[config.mk]
export PLATFORM = sky130hd
export DESIGN_NAME = rms_radio_mode_sequencer
export DESIGN_NICKNAME = d
export VERILOG_FILES = /design/src/rms_pkg.sv /design/src/rms_radio_mode_sequencer.sv
export VERILOG_INCLUDE_DIRS = /design/src
export SDC_FILE = /design/constraint.sdc
export NUM_CORES = 1
export LEC_CHECK = 0
export ABC_CLOCK_PERIOD_IN_PS = 4900
export BUFFER_PORTS_ARGS = -buffer_cell sky130_fd_sc_hd__buf_4
export CORE_MARGIN = 5
export CORE_UTILIZATION = 55
export CTS_CLUSTER_SIZE = 16
export DETAILED_ROUTE_END_ITERATION = 10
export PLACE_DENSITY = 0.73
export SETUP_SLACK_MARGIN = 0.05
export SYNTH_ARGS = -nofsm -noshare
export SYNTH_HDL_FRONTEND = slang
export SYNTH_SLANG_ARGS = --single-unit
[constraint.sdc]
create_clock -name CLK_SYS -period 4.9 [get_ports CLK_SYS]
set_clock_uncertainty 0.1 [all_clocks]
set_input_delay 0.49 -clock CLK_SYS [delete_from_list [all_inputs] [get_ports CLK_SYS]]
set_output_delay 0.49 -clock CLK_SYS [all_outputs]
set_load 0.01 [all_outputs]
[src/rms_params.svh]
// Register offsets, field positions, reset values and timing counts
`ifndef RMS_PARAMS_SVH
`define RMS_PARAMS_SVH

// ==========================================================
// Register word addresses (consecutive, one per 32-bit word)
`define RMS_ADDR_CHIP_COND 6'h02
`define RMS_ADDR_IRQ_STAT1 6'h03
`define RMS_ADDR_IRQ_STAT2 6'h04
`define RMS_ADDR_IRQ_EN1 6'h05
`define RMS_ADDR_IRQ_EN2 6'h06
`define RMS_ADDR_MODE_CTRL 6'h07
`define RMS_ADDR_XTAL_CTRL 6'h08
`define RMS_ADDR_EVENT_SET 6'h09
`define RMS_ADDR_POWER_STAT 6'h0A

// ==========================================================
// Mode control fields
`define RMS_MC_XTON 0
`define RMS_MC_PLLON 1
`define RMS_MC_RXON 2
`define RMS_MC_TXON 3
`define RMS_MC_SKIPCAL 4
`define RMS_MC_LBD 5
`define RMS_MC_WUT 6
`define RMS_MC_SWRST 7
`define RMS_MODE_RESET 8'h01
`define RMS_IRQ_EN1_RESET 8'h00
`define RMS_IRQ_EN2_RESET 8'h01
`define RMS_XTAL_BUFOVR 1

// ==========================================================
// Chip power state encoding
`define RMS_CPS_IDLE 2'h0
`define RMS_CPS_RX 2'h1
`define RMS_CPS_TX 2'h2
`define RMS_CPS_SHDN 2'h3

// ==========================================================
// Timing at 100 MHz
`define RMS_CLK_MHZ 100
`define RMS_POR_US 16000
`define RMS_LONG_US 600
`define RMS_PLL_US 200
`define RMS_POR_CYC (`RMS_POR_US * `RMS_CLK_MHZ)
`define RMS_XTAL_CYC (`RMS_LONG_US * `RMS_CLK_MHZ)
`define RMS_PLL_CYC (`RMS_PLL_US * `RMS_CLK_MHZ)
`define RMS_CAL_CYC 16'h0FA0

`endif

[src/rms_pkg.sv]
// Types of the radio mode sequencer
package rms_pkg;
  typedef enum logic [3:0] {
    ST_SHDN, ST_POR, ST_IDLE, ST_REG, ST_XTAL, ST_PLL, ST_CAL, ST_SETTLE,
    ST_RAMP, ST_TX, ST_RXEN, ST_RX
  } rms_state_e;
endpackage

[src/rms_radio_mode_sequencer.sv]
// Operating-mode controller with Avalon-MM register slave
//
// Contract
// - Shutdown, idle, transmit, receive top states
// - Power-down pin forces shutdown, clears registers
// - Power-on reset starts after pin falls
// - Resets and shutdown exit enter ready
// - Zero mode value selects standby
// - Registers stay accessible in standby
// - Wake-timer bit selects sleep
// - Battery-detect bit enables detector, sensor
// - Crystal-on bit selects ready
// - Synth-on selects tune, crystal auto
// - Transmit bit starts sequencer from idle
// - Regulators, crystal, PLL, cal, settle, ramp
// - Skip-calibration bit skips VCO calibration
// - Satisfied steps omitted, recalibrate each PLL
// - Receive runs same steps then RX path
// - Modem receive functions enabled once receiving
// - Latencies 16ms, 800us, 200us
// - Low-power regulator only standby and sleep
// - Status register layout with power state
// - Status read clears enabled flags, releases
//
// Design decision made here: the Avalon-MM interface to the registers.
`timescale 1ns/1ps
`include "rms_params.svh"

module rms_radio_mode_sequencer (
  input wire logic CLK_SYS,
  input wire logic RST,
  input wire logic POWER_DOWN_PIN,
  input wire logic [5:0] AVS_ADDRESS,
  input wire logic AVS_READ,
  input wire logic AVS_WRITE,
  input wire logic [31:0] AVS_WRITEDATA,
  output logic [31:0] AVS_READDATA,
  output logic AVS_WAITREQUEST,
  output logic INTERRUPT_REQUEST_N,
  output logic MAIN_REGULATOR_EN,
  output logic LOW_POWER_REGULATOR_EN,
  output logic XTAL_EN,
  output logic PLL_EN,
  output logic VCO_CAL_EN,
  output logic PA_EN,
  output logic RX_PATH_EN,
  output logic MODEM_RX_EN,
  output logic WAKE_TIMER_EN,
  output logic BATT_DETECT_EN
);

  typedef struct packed {
    logic [1:0] pin_sync;
    logic pin_q;
    rms_pkg::rms_state_e state;
    logic [23:0] timer;
    logic target_tx;
    logic [7:0] mode;
    logic [7:0] xtal_ctrl;
    logic [7:0] irq_st1;
    logic [7:0] irq_st2;
    logic [7:0] irq_en1;
    logic [7:0] irq_en2;
    logic [1:0] cps;
    logic [7:0] cond_hi;
    logic [31:0] rdata;
    logic wait_n;
    logic irq_n;
    logic [9:0] pwr;
  } rms_regs_s;

  rms_regs_s r_ff;
  rms_regs_s nxt_r;

  logic pin_hi;
  logic acc;
  logic want_tx;
  logic want_rx;
  logic idle_xtal;
  logic idle_pll;
  logic [7:0] sel_rd;

  // ==========================================================
  // Request decode and idle sub-mode priority
  assign pin_hi = r_ff.pin_sync[1];
  assign acc = (AVS_READ | AVS_WRITE) & ~r_ff.wait_n;
  assign want_tx = r_ff.mode[`RMS_MC_TXON] & ~r_ff.mode[`RMS_MC_RXON];
  assign want_rx = r_ff.mode[`RMS_MC_RXON];
  assign idle_pll = r_ff.mode[`RMS_MC_PLLON];
  assign idle_xtal = r_ff.mode[`RMS_MC_XTON] | idle_pll;

  // Read data mux
  always_comb begin
    case (AVS_ADDRESS)
      `RMS_ADDR_CHIP_COND: sel_rd = {r_ff.cond_hi[7:3], 1'b0, r_ff.cps};
      `RMS_ADDR_IRQ_STAT1: sel_rd = r_ff.irq_st1;
      `RMS_ADDR_IRQ_STAT2: sel_rd = r_ff.irq_st2;
      `RMS_ADDR_IRQ_EN1: sel_rd = r_ff.irq_en1;
      `RMS_ADDR_IRQ_EN2: sel_rd = r_ff.irq_en2;
      `RMS_ADDR_MODE_CTRL: sel_rd = r_ff.mode;
      `RMS_ADDR_XTAL_CTRL: sel_rd = r_ff.xtal_ctrl;
      `RMS_ADDR_POWER_STAT: sel_rd = r_ff.pwr[7:0];
      default: sel_rd = 8'h00;
    endcase
  end

  // ==========================================================
  // Next-state logic
  always_comb begin
    nxt_r = r_ff;
    nxt_r.pin_sync = {r_ff.pin_sync[0], POWER_DOWN_PIN};
    nxt_r.pin_q = pin_hi;
    nxt_r.wait_n = 1'b0;
    if (r_ff.timer != 24'h000000) begin
      nxt_r.timer = r_ff.timer - 24'h000001;
    end

    // Bus slave: one wait cycle, then the answer
    if (acc && r_ff.state != rms_rms_dummy()) begin
      nxt_r.wait_n = 1'b1;
    end
    if (acc) begin
      nxt_r.wait_n = 1'b1;
      nxt_r.rdata = {24'h000000, sel_rd};
    end
    if (r_ff.wait_n && AVS_READ) begin
      // Reading a status register clears enabled flags
      if (AVS_ADDRESS == `RMS_ADDR_IRQ_STAT1) begin
        nxt_r.irq_st1 = r_ff.irq_st1 & ~r_ff.irq_en1;
      end
      if (AVS_ADDRESS == `RMS_ADDR_IRQ_STAT2) begin
        nxt_r.irq_st2 = r_ff.irq_st2 & ~r_ff.irq_en2;
      end
    end
    if (r_ff.wait_n && AVS_WRITE) begin
      // Registers writable in every powered state
      case (AVS_ADDRESS)
        `RMS_ADDR_MODE_CTRL: nxt_r.mode = AVS_WRITEDATA[7:0];
        `RMS_ADDR_IRQ_EN1: nxt_r.irq_en1 = AVS_WRITEDATA[7:0];
        `RMS_ADDR_IRQ_EN2: nxt_r.irq_en2 = AVS_WRITEDATA[7:0];
        `RMS_ADDR_XTAL_CTRL: nxt_r.xtal_ctrl = AVS_WRITEDATA[7:0];
        `RMS_ADDR_EVENT_SET: begin
          nxt_r.irq_st1 = r_ff.irq_st1 | AVS_WRITEDATA[7:0];
          nxt_r.cond_hi = AVS_WRITEDATA[15:8];
        end
        default: ;
      endcase
    end

    // Sequencer
    case (r_ff.state)
      rms_pkg::ST_SHDN: begin
        nxt_r.cps = `RMS_CPS_SHDN;
        if (!pin_hi && r_ff.pin_q) begin
          nxt_r.state = rms_pkg::ST_POR;
          nxt_r.timer = 24'(`RMS_POR_CYC);
        end
      end
      rms_pkg::ST_POR: begin
        if (r_ff.timer == 24'h000000) begin
          nxt_r.state = rms_pkg::ST_IDLE;
          nxt_r.mode = `RMS_MODE_RESET;
          nxt_r.irq_st2 = 8'h01;
          nxt_r.cps = `RMS_CPS_IDLE;
        end
      end
      rms_pkg::ST_IDLE: begin
        if (r_ff.mode[`RMS_MC_SWRST]) begin
          nxt_r.mode = `RMS_MODE_RESET;
          nxt_r.irq_en1 = `RMS_IRQ_EN1_RESET;
          nxt_r.irq_en2 = `RMS_IRQ_EN2_RESET;
          nxt_r.xtal_ctrl = 8'h00;
        end else if (want_tx || want_rx) begin
          nxt_r.target_tx = want_tx;
          if (idle_pll) begin
            nxt_r.state = rms_pkg::ST_PLL;
            nxt_r.timer = 24'h000000;
          end else if (idle_xtal) begin
            nxt_r.state = rms_pkg::ST_PLL;
          end else begin
            nxt_r.state = rms_pkg::ST_REG;
          end
        end
      end
      rms_pkg::ST_REG: begin
        nxt_r.state = rms_pkg::ST_XTAL;
        nxt_r.timer = 24'(`RMS_XTAL_CYC);
      end
      rms_pkg::ST_XTAL: begin
        if (r_ff.timer == 24'h000000) begin
          nxt_r.state = rms_pkg::ST_PLL;
        end
      end
      rms_pkg::ST_PLL: begin
        if (r_ff.mode[`RMS_MC_SKIPCAL]) begin
          nxt_r.state = rms_pkg::ST_SETTLE;
          nxt_r.timer = 24'(`RMS_PLL_CYC);
        end else begin
          nxt_r.state = rms_pkg::ST_CAL;
          nxt_r.timer = 24'(`RMS_CAL_CYC);
        end
      end
      rms_pkg::ST_CAL: begin
        if (r_ff.timer == 24'h000000) begin
          nxt_r.state = rms_pkg::ST_SETTLE;
          nxt_r.timer = 24'(`RMS_PLL_CYC - `RMS_CAL_CYC - 3);
        end
      end
      rms_pkg::ST_SETTLE: begin
        if (r_ff.timer == 24'h000000) begin
          nxt_r.state = r_ff.target_tx ? rms_pkg::ST_RAMP : rms_pkg::ST_RXEN;
        end
      end
      rms_pkg::ST_RAMP: begin
        nxt_r.state = rms_pkg::ST_TX;
        nxt_r.cps = `RMS_CPS_TX;
      end
      rms_pkg::ST_RXEN: begin
        nxt_r.state = rms_pkg::ST_RX;
        nxt_r.cps = `RMS_CPS_RX;
      end
      rms_pkg::ST_TX, rms_pkg::ST_RX: begin
        // Leave or swap direction; swap re-runs PLL steps
        if (!want_tx && !want_rx) begin
          nxt_r.state = rms_pkg::ST_IDLE;
          nxt_r.cps = `RMS_CPS_IDLE;
        end else if (want_tx != r_ff.target_tx) begin
          nxt_r.target_tx = want_tx;
          nxt_r.state = rms_pkg::ST_PLL;
          nxt_r.cps = `RMS_CPS_IDLE;
        end
      end
      default: nxt_r.state = rms_pkg::ST_SHDN;
    endcase

    // Power-down pin overrides everything and wipes registers
    if (pin_hi) begin
      nxt_r.state = rms_pkg::ST_SHDN;
      nxt_r.mode = `RMS_MODE_RESET;
      nxt_r.irq_st1 = 8'h00;
      nxt_r.irq_st2 = 8'h00;
      nxt_r.irq_en1 = `RMS_IRQ_EN1_RESET;
      nxt_r.irq_en2 = `RMS_IRQ_EN2_RESET;
      nxt_r.xtal_ctrl = 8'h00;
      nxt_r.cond_hi = 8'h00;
      nxt_r.cps = `RMS_CPS_SHDN;
      nxt_r.timer = 24'h000000;
    end

    nxt_r.irq_n = ~(|(nxt_r.irq_st1 & nxt_r.irq_en1) |
                    |(nxt_r.irq_st2 & nxt_r.irq_en2));
    nxt_r.pwr = power_map(nxt_r.state, nxt_r.mode);
  end

  // ==========================================================
  // Block enables per state: {lp,main,xtal,pll,cal,pa,rx,modem,wut,lbd}
  function automatic logic [9:0] power_map(
    input rms_pkg::rms_state_e st,
    input logic [7:0] md
  );
    logic on;
    logic xt;
    logic pl;
    on = (st != rms_pkg::ST_SHDN) && (st != rms_pkg::ST_POR);
    xt = md[`RMS_MC_XTON] | md[`RMS_MC_PLLON];
    pl = md[`RMS_MC_PLLON];
    power_map = 10'h000;
    if (st == rms_pkg::ST_IDLE) begin
      // Sleep/standby use low-power regulator only
      power_map[9] = ~(xt | md[`RMS_MC_LBD]);
      power_map[8] = xt | md[`RMS_MC_LBD];
      power_map[7] = xt;
      power_map[6] = pl;
      power_map[1] = md[`RMS_MC_WUT];
      power_map[0] = md[`RMS_MC_LBD];
    end else if (on) begin
      power_map[8] = 1'b1;
      power_map[7] = (st != rms_pkg::ST_REG);
      power_map[6] = (st != rms_pkg::ST_REG) && (st != rms_pkg::ST_XTAL);
      power_map[5] = (st == rms_pkg::ST_CAL);
      power_map[4] = (st == rms_pkg::ST_RAMP) || (st == rms_pkg::ST_TX);
      power_map[3] = (st == rms_pkg::ST_RXEN) || (st == rms_pkg::ST_RX);
      power_map[2] = (st == rms_pkg::ST_RX);
      power_map[1] = md[`RMS_MC_WUT];
      power_map[0] = md[`RMS_MC_LBD];
    end
  endfunction

  function automatic rms_pkg::rms_state_e rms_rms_dummy();
    rms_rms_dummy = rms_pkg::ST_SHDN;
  endfunction

  // ==========================================================
  // State register
  always_ff @(posedge CLK_SYS or posedge RST) begin
    if (RST) begin
      r_ff <= '0;
      r_ff.pin_sync <= 2'h3;
      r_ff.pin_q <= 1'b1;
      r_ff.state <= rms_pkg::ST_SHDN;
      r_ff.mode <= `RMS_MODE_RESET;
      r_ff.irq_en2 <= `RMS_IRQ_EN2_RESET;
      r_ff.cps <= `RMS_CPS_SHDN;
      r_ff.irq_n <= 1'b1;
    end else begin
      r_ff <= nxt_r;
    end
  end

  // Outputs straight from flip-flops
  assign AVS_READDATA = r_ff.rdata;
  assign AVS_WAITREQUEST = ~r_ff.wait_n;
  assign INTERRUPT_REQUEST_N = r_ff.irq_n;
  assign LOW_POWER_REGULATOR_EN = r_ff.pwr[9];
  assign MAIN_REGULATOR_EN = r_ff.pwr[8];
  assign XTAL_EN = r_ff.pwr[7];
  assign PLL_EN = r_ff.pwr[6];
  assign VCO_CAL_EN = r_ff.pwr[5];
  assign PA_EN = r_ff.pwr[4];
  assign RX_PATH_EN = r_ff.pwr[3];
  assign MODEM_RX_EN = r_ff.pwr[2];
  assign WAKE_TIMER_EN = r_ff.pwr[1];
  assign BATT_DETECT_EN = r_ff.pwr[0];

endmodule

# ---- After elaboration in Yosys (flattened, before gate mapping)
# Cells that the tools add are included.
dict set report totals {
  output_inout_bits 44
  latch_bits 0
  inputBits 43
  wordCells 154
  mem_bits_rw 0
  mem_count 0
  mem_bits_ro 0
  regBits 110
}
dict set report op_classes {
  mul 0
  shifts 0
  n_eq_ne 36
  order_cmp 0
  n_bitwise 18
  add_sub_neg 1
  n_div 0
  reduce_logical 28
  mux 54
}
# cell n
set op_table {}
lappend op_table {{case mux 24 bit (5 select lines)} 1}
lappend op_table {{2-to-1 mux 8 bit} 13}
lappend op_table {{2-to-1 mux 28 bit} 3}
lappend op_table {{2-to-1 mux 16 bit} 5}
lappend op_table {{2-to-1 mux 24 bit} 3}
lappend op_table {{case mux 8 bit (8 select lines)} 1}
lappend op_table {{2-to-1 mux 29 bit} 2}
lappend op_table {{2-to-1 mux 58 bit} 1}
lappend op_table {{case mux 4 bit (11 select lines)} 1}
lappend op_table {{bitwise AND 8 bit} 4}
lappend op_table {{== test 4 bit, second input constant} 8}
lappend op_table {{2-to-1 mux 4 bit} 7}
lappend op_table {{2-to-1 mux 25 bit} 1}
lappend op_table {{== test 6 x 3 -> 1 bit, second input constant} 4}
lappend op_table {{zero test 24 bit} 1}
lappend op_table {{nonzero test 24 bit} 1}
lappend op_table {{subtractor 24 x 1 -> 24 bit, second input constant} 1}
lappend op_table {{== test 4 x 3 -> 1 bit, second input constant} 5}
lappend op_table {{== test 6 x 4 -> 1 bit, second input constant} 3}
lappend op_table {{NOT 8 bit} 2}
lappend op_table {{case mux 8 bit (2 select lines)} 1}
lappend op_table {{OR reduction 8 bit} 2}
lappend op_table {{== test 4 x 2 -> 1 bit, second input constant} 3}
lappend op_table {{== test 6 x 2 -> 1 bit, second input constant} 2}
lappend op_table {{29 further kinds} 62}

# ---- Depth between registers and ports, before layout
# Gate-level depths: netlist (run 1).
dict set report logic_depth {
  ltp_word 13
  ltp_mapped 11
  depth_no_buf 10
}

# ---- Least setup slack after synthesis (run 1)
# No wires, ideal clock.
dict set report synth_timing {
  kind {register to register}
  from {register r_ff[111] (netlist bit)}
  to {register r_ff[115] (netlist bit)}
  arrival_ns 2.516
  path_stages_with_launch 9
  period_less_slack_ns 2.703
  setup_time_ns 0.086
  slack_ns 2.197
  cell_sequence {dfrtp_1 > or4_4 > or4_4 > nor3_4 > inv_2 > buf_6 > nand4b_1 > mux2_2 > nor3_1}
}
# element line
set synth_lines {}
lappend synth_lines {{start: declaration} rms_radio_mode_sequencer.sv:72} ;# rms_regs_s r_ff;
lappend synth_lines {{start signal: assignment} rms_radio_mode_sequencer.sv:306} ;# r_ff <= nxt_r;

==> results, run 1 <==
- In the finished design, the share of the clock period the worst path needs comes to around 64%.
- The run finished with clean final reports.
- The filler cell count is approximately 950.
- The global-route wire length before repair is 27700 um.
- The layout-stage area growth over the synthesis result is 7.46%.
- The netlist area before placement is between 6000 and 7000 um2.
- The post-layout instance area is 6610 um2.
- Once detail routing completed, the nets flagged for antenna violations numbered 0.
- The final max-slew violation count came to 0.
- For this configuration, the core starts out at a cell density of a little under three fifths.
- The placement-stage cell area is between 6000 and 7000 um2.
- The sum of internal, switching and leakage power is approximately 2.5 mW.
- Input and output buffers added on the ports amount to 43.
- The worst setup path is captured at a flip-flop.
- In this run the mean area of a mapped cell was 9.14 um2.
- For this block, the routed nets add up to approximately 17000 um of wire.
- The HPWL after detailed placement is approximately 12000 um.
- The row count is 38.
- The number of nets in the layout is roughly 730.
- The family with the most delay on the worst path is simple AND/OR/NAND/NOR gates.
- The number of global-route vias before repair is ~5300.
- The number of buffers added for setup after CTS is 0.
- The final RePlAce weighted congestion is 0.915.
- The maximum VDD drop is just under 0.4 mV.
- The final critical path time including I/O delays and setup is around 3.1 ns.
- Along the worst path, the maximum fanout reaches 14.
- The critical path class is reg2reg.
- TritonCTS created 9 clock buffers.
- The per-cell via count in the routed design is ~6.6.
- Derived from the worst setup path, the maximum achievable clock frequency is approximately 320 MHz.
- The DRC violation total after the first TritonRoute iteration is roughly 540.
- Sequential cells were found to cover between 40 and 50% of the synthesized design area.
- Yosys printed 0 warnings.
- Counting along the longest clock path gives a buffer depth of 2.
- The proportion of power drawn by the clock network is 23.7%.
- The cell type of the slowest stage on the worst timing path is sky130_fd_sc_hd__or4_4.
- The data arrival at the endpoint of the critical path is approximately 3.4 ns.
- The finished layout holds slightly above 800 standard cells, fillers aside.
- The most frequent cell after synthesis is sky130_fd_sc_hd__dfrtp_1.
- The root buffer selected by CTS is sky130_fd_sc_hd__clkbuf_8.
- The worst slew margin relative to its limit is 42.0%.
- Counting instances in the post-synthesis netlist gives the leading cell types as sky130_fd_sc_hd__dfrtp_1, sky130_fd_sc_hd__nor2_1, sky130_fd_sc_hd__a21oi_1, sky130_fd_sc_hd__clkbuf_1.
- The overflow left after global routing is 0.
- The setup slack after placement is between 1.5 and 2 ns.
- Setup repair after global routing left no endpoint under its margin.
- After floorplanning, the core was sized to cover 10900 um2.
- The worst setup path is launched from a flip-flop.
- Measured on the finished design, the core utilization comes to 60.7%.
- The count of inserted antenna diode cells is 0.
- Entering global routing, the biggest net connects 64 pins.
- The share of total power dissipated in combinational logic is between 30% and 40%.
- The switching share of power is between 30% and 40%.
- The post-cts gate resize count is 0.
- For the final routed database, the setup TNS stands at 0 ns.
- The ratio of total power to cell area is 384 nW/um2.
- The overall die height is 116 um.
- The clock-pin slew on the worst setup and hold paths is ~0.11 ns.
- The hold-fix buffer count after cts is 0.
- The cell count after synthesis came out at 673.
- The top cell type's share of synthesized area is around two fifths.
- The worst hold path belongs to the class in2reg.
- The synthesized netlist contains 75 unique library cells.
- For this run, the total global-route usage over all layers was measured as a little over a quarter.
- After detailed routing, the average wire length per cell comes to around 21 um.
- The number of synthesized flops with an enable pin is 0.
- The number of failing hold endpoints at the final stage came to 0.
- Setup violations remaining at the end of the flow were counted as 0.
- The number of sinks driven by the clock tree is approximately 110.
- The number of antenna violations at the first check in global routing was 0.
- Internal power comes to about 1.6 mW.
- The die covers between 10000 and 15000 um2.
- The count of buffering cells on the critical path with inverters included is 1.
- Final hold analysis gives a worst-case slack of just under 0.09 ns.
- In the final layout, the share of cells above drive strength 1 is 13.5%.
- The TritonCTS clock tree is done.
- After detailed placement, the design holds a cell count of slightly above 800.
- For this run, design rule violations remaining after detail routing come to 0.
- The number of maximum-capacitance violations is 0.
- The clock network latency to the later pin of the worst-skew pair is roughly 0.4 ns.
- The maximum level of the CTS H-tree is 3.
- The setup slack after layout is around 1.8 ns.
- By area the synthesized netlist is led by sky130_fd_sc_hd__dfrtp_1, sky130_fd_sc_hd__nor2_1, sky130_fd_sc_hd__buf_4.
- The first-pass iteration count of the detailed router is 5.
- The routed layout has approximately 5500 vias.
- Traced cell by cell, the critical path runs through or4_4 > or4_4 > nor3_4 > inv_2 > a211o_1 > a31oi_1 > a2bb2oi_1.
- The most frequent cell on the critical path is sky130_fd_sc_hd__or4_4.
- The analysis attributes to cell leakage a power of 2.84 nW.
- Of the total power, registers draw a little over two fifths.
- The critical path's largest stage delay is approximately 0.6 ns.
- The analysis attributes to net switching a power of roughly 1000 uW.
- Of all cell types, the one taking the most synthesized area is sky130_fd_sc_hd__dfrtp_1.
- Of all flip-flops after synthesis, the portion carrying an async set or reset was between 90% and 100%.
- The count of state elements after synthesis is around 110.
- STA puts the critical path data required time at about 5.1 ns.
- The die outline width is about 120 um.
- At the pin with the least slew margin, the transition time is between 0.8 and 0.9 ns.
- The most used flip-flop cell after synthesis is sky130_fd_sc_hd__dfrtp_1.
- 87 I/O pins were placed.
power groups by stage:
| stage | sequential, mW | clock (mW) | combinational, mW |
|---|---|---|---|
| final | 1.09 | 0.601 | 0.852 |
| after global placement | 1.09 | 0 | 0.819 |
| after CTS | 1.08 | 0.607 | 0.847 |
| after global routing | 1.10 | 0.647 | 0.935 |
| after floorplan | 1.05 | 0 | 0.678 |
| after detailed placement | 1.10 | 0 | 0.843 |
flip-flops by register name (all words and copies together), names as in the netlist:
name                    cells
nxt_r                       2
RX_PATH_EN                  1
AVS_READDATA                8
VCO_CAL_EN                  1
PA_EN                       1
MODEM_RX_EN                 1
MAIN_REGULATOR_EN           1
XTAL_EN                     1
idle_pll                    1
LOW_POWER_REGULATOR_EN      1
BATT_DETECT_EN              1
WAKE_TIMER_EN               1
r_ff                       85
INTERRUPT_REQUEST_N         1
PLL_EN                      1
final cells by class:
type / count / area (um2) / share of cell area, %
clock buffers: 9 / 124 / 1.87
clock inverters: 7 / 87.6 / 1.32
inverters: 27 / 104 / 1.57
multi-input cells: 488 / 3050 / 46.1
flip-flops and latches: 107 / 2690 / 40.7
well taps: 140 / 175 / 2.65
repair buffers: 51 / 383 / 5.79
layout by cell type (no fill, tap or decap), drive strengths merged, types with 5 or more instances in the layout:
master   n
nor3    26
xor2    12
nand4    6
inv     32
nand3   33
mux2i   19
and2     6
and3     5
o31ai   16
dfstp    8
a221oi  16
nand2b   5
a22oi   23
dfrtp   99
nor2    72
clkbuf   9
a31oi   13
a21oi   40
a211oi   6
nor2b    9
nor4b    8
a21o     9
conb    24
xnor2    6
buf     51
nand2   30
nor4    14
o21ai   24
routing by layer:
metal	global-route usage [%]	routed length, um	share of wire, %	vias to the layer above
li1	-	-	-	2450
met1	34.8	6990	40	2668
met2	42.5	8220	48	287
met3	4.49	1330	7.7	52
met4	13.9	736	4.3	0
met5	0	0	0	-
path summary, 6_finish.rpt:
| path | startpoint | end | slack (ns) | depth (start not counted) |
|---|---|---|---|---|
| setup / recovery | r_ff[111] | PLL_EN | 1.75 | 7 |
| hold / removal | POWER_DOWN_PIN | nxt_r[133] | 0.09 | 1 |
| setup reg to reg | r_ff[111] | PLL_EN | 1.75 | 7 |
| hold reg to reg | nxt_r[133] | nxt_r[131] | 0.26 | 0 |
| max in group asynchronous | RST | r_ff[94] | 3.49 | 3 |
| min in group asynchronous | RST | r_ff[78] | 0.14 | 2 |
logic make-up (layout without fill, tap and decap cells):
group | count (synthesis) | after routing | synth area share, %
mux | 20 | 20 | 3.27
fa+ha+maj | 2 | 2 | 0.407
buf+inv | 101 | 94 | 8.34
other cells | 1 | 24 | 0.0610
flops | 107 | 107 | 43.7
xor+xnor | 18 | 18 | 2.56
simple gates | 242 | 242 | 21.1
compound gates | 182 | 182 | 20.5
No activity file was read; power rests on OpenSTA's default activity.
==> run 2: changes to the inputs <==
- ABC_CLOCK_PERIOD_IN_PS: 4900 -> 2800
- CORE_UTILIZATION: 55 -> 52
- PLACE_DENSITY: 0.73 -> 0.72
- clock period: 4.9 -> 2.8 ns (I/O delays scaled with it)
==> results, run 2 (synthesis results as in run 1) <==
- The count of inserted antenna diode cells was 0 (unchanged).
- The critical path required time is 2.97 ns (-2.13 ns).
- The depth of the most critical reg-to-reg path is 8 (+1).
- The leakage power is 3.11 nW (+9.5%).
- The total of buffers placed on input and output ports is 43 (unchanged).
- The number of global-route vias before repair is 5260 (-0.85%).
- The run finished with clean final reports.
- The global-route wire length before repair is 28200 um (+1.8%).
- The data arrival at the endpoint of the critical path came to 2.92 ns (-0.43 ns).
- The ratio of total power to cell area is 697 nW/um2 (+81%).
- The TritonCTS clock tree is done.
- Ranked by flip-flop count, first place goes to r_ff.
- The ratio of final minimum period to clock period was 98.3% (+34 points).
- The number of antenna violations at the first check in global routing came to 0 (unchanged).
- The sum of internal, switching and leakage power is 4.96 mW (+95%).
- The launch instance of the worst register-to-register path is r_ff[111].
- The worst setup slack for register-to-register paths is 0.05 ns (-1.71 ns).
- The final setup violation count is 0 (unchanged).
- The critical path in this run is classified as reg2reg.
- The global routing usage summed across all routing layers is 25.1% (-1.5 points).
- The placement-stage cell area is 6730 um2 (+5.2%).
- The number of instances on the worst hold path is 3 (+2).
- The layout-stage area growth over the synthesis result is 15.8%.
- The per-cell via count in the routed design is 6.40 (-2.8%).
- The row count is 39 (+2.6%).
- The library cell used most frequently in the layout, excluding fill and tap cells, is sky130_fd_sc_hd__dfrtp_1.
- The share of power burned in registers is 37.5% (-5.3 points).
- The HPWL after detailed placement is 13000 um (+6.0%).
- The clock-pin slew on the worst setup and hold paths is 0.08 ns (-0.03 ns).
- The highest clock frequency the design can meet is 363 MHz (+14%).
- The worst slew margin relative to its limit is 53.5% (+12 points).
- The overflow left after global routing was 0 (unchanged).
- The number of buffers inserted during clock tree synthesis is 9 (unchanged).
- The slew of the pin with the lowest slew margin is 0.695 ns (-0.168 ns).
- The number of nets still failing antenna checks after routing is 0 (unchanged).
- The setup slack after placement is -0.0659 ns (-1.76 ns).
- The highest layer touched by signal routing is met4.
- The number of design rule violations left after detail routing is 0 (unchanged).
- The total vias in the final route came to 5619 (+3.0%).
- The critical path starts at r_ff[111].
- The final standard cell utilization of the core is 61.9% (+1.1 points).
- The final max-slew violation count is 0 (unchanged).
- The worst-case clock buffer depth is 2 (unchanged).
- The setup slack after layout is 0.0481 ns (-1.71 ns).
- The worst register-to-register path ends at PLL_EN.
- The proportion of power drawn by the clock network is 25.0% (+1.3 points).
- The number of maximum-capacitance violations is 0 (unchanged).
- The critical path ends at PLL_EN.
- The met2 layer wire length in the routed design came to 7920 um (-3.7%).
- Setup repair after global routing could not meet its margin everywhere.
- The placeable core region is 11500 um2 (+5.8%).
- The maximum net fanout on the critical path came to 6 (-8).
- The first-pass iteration count of the detailed router is 7 (+2).
- The starting density of the core is 53.4% (-3.1 points).
- The share of final-layout standard cells stronger than drive strength 1 was 19.6% (+6.1 points).
- The classification of the worst-slack hold path is in2reg.
- The final RePlAce weighted congestion was 1.01 (+11%).
- The flip-flop count of the largest register, all copies and words added was 85 (unchanged).
- The overall die height is 119 um (+2.6%).
- The element type at the critical path start is a flip-flop.
- The worst hold margin came to 0.0750 ns (-0.0128 ns).
- The full die area is 14100 um2 (+5.3%).
- The clock network latency to the later pin of the worst-skew pair is 0.35 ns (-0.05 ns).
- The largest net degree at the start of global routing was 47 (-27%).
- The routed wire length on met3 came to 2060 um (+56%).
- The switching power of the nets came to 1.85 mW (+87%).
- The count of placed standard cells including taps came to 856 (+5.3%).
- The switching share of power is 37.3% (-1.6 points).
- The number of sinks driven by the clock tree is 107 (unchanged).
- The die outline width is 119 um (+2.6%).
- The kind of end point of the critical path is a flip-flop.
- The final critical path time including I/O delays and setup was 2.75 ns (-0.395 ns).
- The maximum level of the CTS H-tree is 3 (unchanged).
- The DRC violation total after the first TritonRoute iteration is 888 (+63%).
- The total I/O pin count is 87 (unchanged).
- The maximum VDD drop is 0.439 mV (+12%).
- The top cell types in the final layout, fill and taps aside, are sky130_fd_sc_hd__dfrtp_1, sky130_fd_sc_hd__buf_4, sky130_fd_sc_hd__nor2_1.
- The number of failing hold endpoints at the final stage is 0 (unchanged).
- The relative contribution of combinational cells to total power came to 37.5% (+3.9 points).
- The internal power component was 3.11 mW (+100%).
- The number of nets in the layout is 775 (+6.3%).
- The setup TNS came to 0 ns (unchanged).
- The routed length per placed instance is 20.4 um (-2.3%).
- The filler cell count is 966 (+2.2%).
- The length of routed wiring on met1 was 7600 um (+8.7%).
- The post-layout instance area came to 7120 um2 (+7.8%).
- The tree is rooted in a sky130_fd_sc_hd__clkbuf_16.
- The final wirelength was 17900 um (+3.5%).
- The count of non-filler cells in the finished layout is 878 (+5.9%).
[run 2: changes by cell type in the layout (fill, tap and decap cells not counted), moves of 2 or more]
cell,change
sky130_fd_sc_hd__buf_4,+41
sky130_fd_sc_hd__clkbuf_16,+9
sky130_fd_sc_hd__clkbuf_8,-9
sky130_fd_sc_hd__clkinvlp_4,+4
sky130_fd_sc_hd__buf_12,+2
sky130_fd_sc_hd__dlygate4sd3_1,+2
sky130_fd_sc_hd__inv_6,-2
sky130_fd_sc_hd__nor4_1,-2
[run 2: final cells by class]
class	instances	area, um2	share of cell area, %
multi-input cells	488	3100	43.6
clock buffers	9	225	3.16
repair buffers	97	762	10.7
clock inverters	7	58.8	0.825
inverters	27	108	1.51
well taps	143	179	2.51
flip-flops and latches	107	2690	37.7
[run 2: worst min path at each step]
| stage | from | slack [ns] | end |
|---|---|---|---|
| after detailed placement | nxt_r[133] | 0.25 | nxt_r[131] |
| after CTS | AVS_WRITEDATA[12] | 0.06 | r_ff[48] |
| after floorplan | POWER_DOWN_PIN | 0.18 | nxt_r[133] |
| final | AVS_WRITEDATA[12] | 0.07 | r_ff[48] |
| after global placement | nxt_r[133] | 0.25 | nxt_r[131] |
| after global routing | AVS_WRITEDATA[15] | 0.09 | r_ff[51] |
[run 2: routing by layer]
layer / up-vias / GRT usage [%]
met5: - / 0
met4: 0 / 6.88
met3: 29 / 6.97
met2: 338 / 36.8
met1: 2699 / 36.5
li1: 2553 / -
[run 2: power by group through the flow]
stage	registers, mW	clock network [mW]	logic [mW]
finish	1.86	1.24	1.86
floorplan	1.84	0	1.19
detailed placement	1.88	0	1.70
global route	1.88	1.32	2.02
CTS	1.86	1.27	1.75
global placement	1.88	0	1.65
[run 2: critical path: stages (launching register included)]
cell and delay [ns]:
sky130_fd_sc_hd__dfrtp_1 0.38, sky130_fd_sc_hd__or4_4 0.55, sky130_fd_sc_hd__or4_4 0.59, sky130_fd_sc_hd__nor3_4 0.22
sky130_fd_sc_hd__buf_4 0.16, sky130_fd_sc_hd__a311oi_1 0.12, sky130_fd_sc_hd__buf_4 0.21, sky130_fd_sc_hd__a31oi_1 0.17
sky130_fd_sc_hd__a2bb2oi_1 0.19
[run 2: what timing repair did]
action | CTS | global route
endpoints found under the setup margin | 16 | 30
setup buffers | 1 | 3
hold endpoints to repair | 23 | 0
pin swaps | 3 | 1
resized for setup | 5 | 8
hold buffers | 2 | 0
==> run 3: changes to the inputs <==
- CELL_PAD_IN_SITES_DETAIL_PLACEMENT: unset -> 0
- CELL_PAD_IN_SITES_GLOBAL_PLACEMENT: unset -> 2
- CORE_MARGIN: 5 -> 3
- CORE_UTILIZATION: 52 -> 32
- SETUP_SLACK_MARGIN: 0.05 -> 0.1
==> results, run 3 (synthesis results as in run 1) <==
- The most flop-heavy register is r_ff.
- The path class of the tightest hold or removal check is in2reg.
- The ratio of final minimum period to clock period is 96.0% (-2.3 points).
- The data arrival at the endpoint of the critical path is 2.88 ns (-0.04 ns).
- The critical path class is reg2reg.
- The filler cell count is 1899 (+97%).
- The tree is rooted in a sky130_fd_sc_hd__clkbuf_16.
- The largest net degree at the start of global routing was 50 (+6.4%).
- The HPWL after detailed placement was 14700 um (+14%).
- The number of buffers inserted during clock tree synthesis is 9 (unchanged).
- The routed length per placed instance came to 20.7 um (+1.5%).
- The flow ran to the end, and the final reports show no timing, DRC or antenna violations.
- The highest clock frequency the design can meet is 372 MHz (+2.4%).
- The global-route wire length before repair is 31400 um (+11%).
- The leakage power is 3.19 nW (+2.5%).
- The clock-pin slew on the worst setup and hold paths was 0.08 ns (about the same).
- The ratio of total power to cell area is 700 nW/um2 (+0.52%).
- The overflow left after global routing was 0 (unchanged).
- The number of sinks driven by the clock tree is 107 (unchanged).
- The total I/O pin count came to 87 (unchanged).
- The maximum net fanout on the critical path was 5 (-1).
- The number of nets still failing antenna checks after routing was 0 (unchanged).
- The total vias in the final route is 5594 (-0.44%).
- The final wirelength was 20200 um (+13%).
- The starting density of the core was 32.8% (-21 points).
- The placeable core region came to 18800 um2 (+63%).
- The element type at the critical path start is a flip-flop.
- The number of antenna violations at the first check in global routing came to 0 (unchanged).
- The TritonCTS clock tree is done.
- The share of final-layout standard cells stronger than drive strength 1 was 22.0% (+2.4 points).
- The maximum VDD drop is 0.323 mV (-26%).
- The worst-case clock buffer depth is 2 (unchanged).
- The flip-flop count of the largest register, all copies and words added was 85 (unchanged).
- The layout-stage area growth over the synthesis result is 20.3%.
- The critical path required time was 3.00 ns (+0.03 ns).
- The maximum level of the CTS H-tree is 3 (unchanged).
- The clock network latency to the later pin of the worst-skew pair is 0.37 ns (+0.02 ns).
- The number of nets in the layout is 785 (+1.3%).
- Setup repair after global routing could not meet its margin everywhere.
- The number of global-route vias before repair is 5302 (+0.80%).
- The overall die height is 145 um (+22%).
- The global routing usage summed across all routing layers is 19.7% (-5.3 points).
- The worst hold margin is 0.0793 ns (+0.00435 ns).
- The number of maximum-capacitance violations is 0 (unchanged).
- The final critical path time including I/O delays and setup is 2.69 ns (-0.0646 ns).
- The row count is 50 (+28%).
- The slew of the pin with the lowest slew margin is 0.751 ns (+0.0560 ns).
- The die outline width is 145 um (+22%).
- The DRC violation total after the first TritonRoute iteration is 522 (-41%).
- The kind of end point of the critical path is a flip-flop.
- The number of failing hold endpoints at the final stage is 0 (unchanged).
- The count of inserted antenna diode cells is 0 (unchanged).
- The final setup violation count is 0 (unchanged).
- The worst slew margin relative to its limit is 49.8% (-3.7 points).
- The per-cell via count in the routed design came to 5.71 (-11%).
- Leaving out fill and tap cells, the most frequent cells in the layout are sky130_fd_sc_hd__dfrtp_1, sky130_fd_sc_hd__buf_4, sky130_fd_sc_hd__nor2_1.
- The first-pass iteration count of the detailed router is 5 (-2).
- The full die area is 20900 um2 (+48%).
- The final RePlAce weighted congestion was 0.901 (-11%).
- The total of buffers placed on input and output ports is 43 (unchanged).
- The leading cell type in the layout, fill and taps excluded is sky130_fd_sc_hd__dfrtp_1.
- The number of design rule violations left after detail routing is 0 (unchanged).
- The final max-slew violation count is 0 (unchanged).
- The final standard cell utilization of the core is 39.4% (-22 points).
[run 3: stage by stage]
| step | cells | power, mW | cell area (um2) | setup TNS (ns) | worst slack, ns |
|---|---|---|---|---|---|
| finish | 979 | 5.18 | 7400 | 0 | 0.113 |
| global route | 979 | 5.49 | 7400 | 0 | 0.0149 |
| CTS | 973 | 5.00 | 7240 | 0 | 0.103 |
| detailed placement | 952 | 3.65 | 6880 | -0.0293 | -0.0293 |
| global placement | 952 | 3.63 | 6880 | 0 | 0.0469 |
| floorplan | 696 | 3.02 | 6240 | 0 | 0.128 |
[run 3: cell type report]
cell class / instances / area [um2] / share of cell area, %
Timing Repair Buffer: 106 / 836 / 11.3
Timing Repair inverter: 1 / 7.51 / 0.101
Clock inverter: 7 / 61.3 / 0.828
Sequential cell: 107 / 2690 / 36.3
Inverter: 27 / 110 / 1.49
Tap cell: 234 / 293 / 3.96
Multi-Input combinational cell: 488 / 3180 / 43.0
Clock buffer: 9 / 225 / 3.04
[run 3: final timing paths]
path	startpoint	endpoint	slack, ns	depth (start not counted)
max	r_ff[111]	PLL_EN	0.11	8
min	AVS_WRITEDATA[13]	r_ff[49]	0.08	3
max reg2reg	r_ff[111]	PLL_EN	0.11	8
min reg2reg	nxt_r[133]	nxt_r[131]	0.26	0
max in group asynchronous	RST	nxt_r[133]	1.25	4
min in group asynchronous	RST	BATT_DETECT_EN	0.49	3
[run 3: routing by layer]
layer  wire length (um)  vias to the layer above  GRT usage [%]
met5                  0                        -              0
li1                   -                     2572              -
met4                409                        0           6.68
met2               8630                      224           28.0
met3               1500                       31           3.75
met1               9680                     2767           30.0
[run 3: worst max-delay path, stage by stage, from the launching register on]
cell,delay (ns)
sky130_fd_sc_hd__dfrtp_1,0.39
sky130_fd_sc_hd__or4_4,0.54
sky130_fd_sc_hd__or4_4,0.60
sky130_fd_sc_hd__nor3_4,0.19
sky130_fd_sc_hd__buf_6,0.15
sky130_fd_sc_hd__buf_4,0.12
sky130_fd_sc_hd__a311oi_2,0.16
sky130_fd_sc_hd__a31oi_1,0.22
sky130_fd_sc_hd__a2bb2oi_1,0.16
[run 3: repair_timing]
item	in CTS	in global routing
pin swaps	6	20
hold buffers	2	0
gates resized for setup	7	27
buffers inserted	2	6
endpoints found under the setup margin	18	37
gates cloned	1	0
hold endpoints to repair	30	0
[run 3: power breakdown]
part	switching (mW)	leakage [nW]	internal, mW
clock network	0.648	0.139	0.620
logic	1.14	1.60	0.903
registers	0.169	1.45	1.70
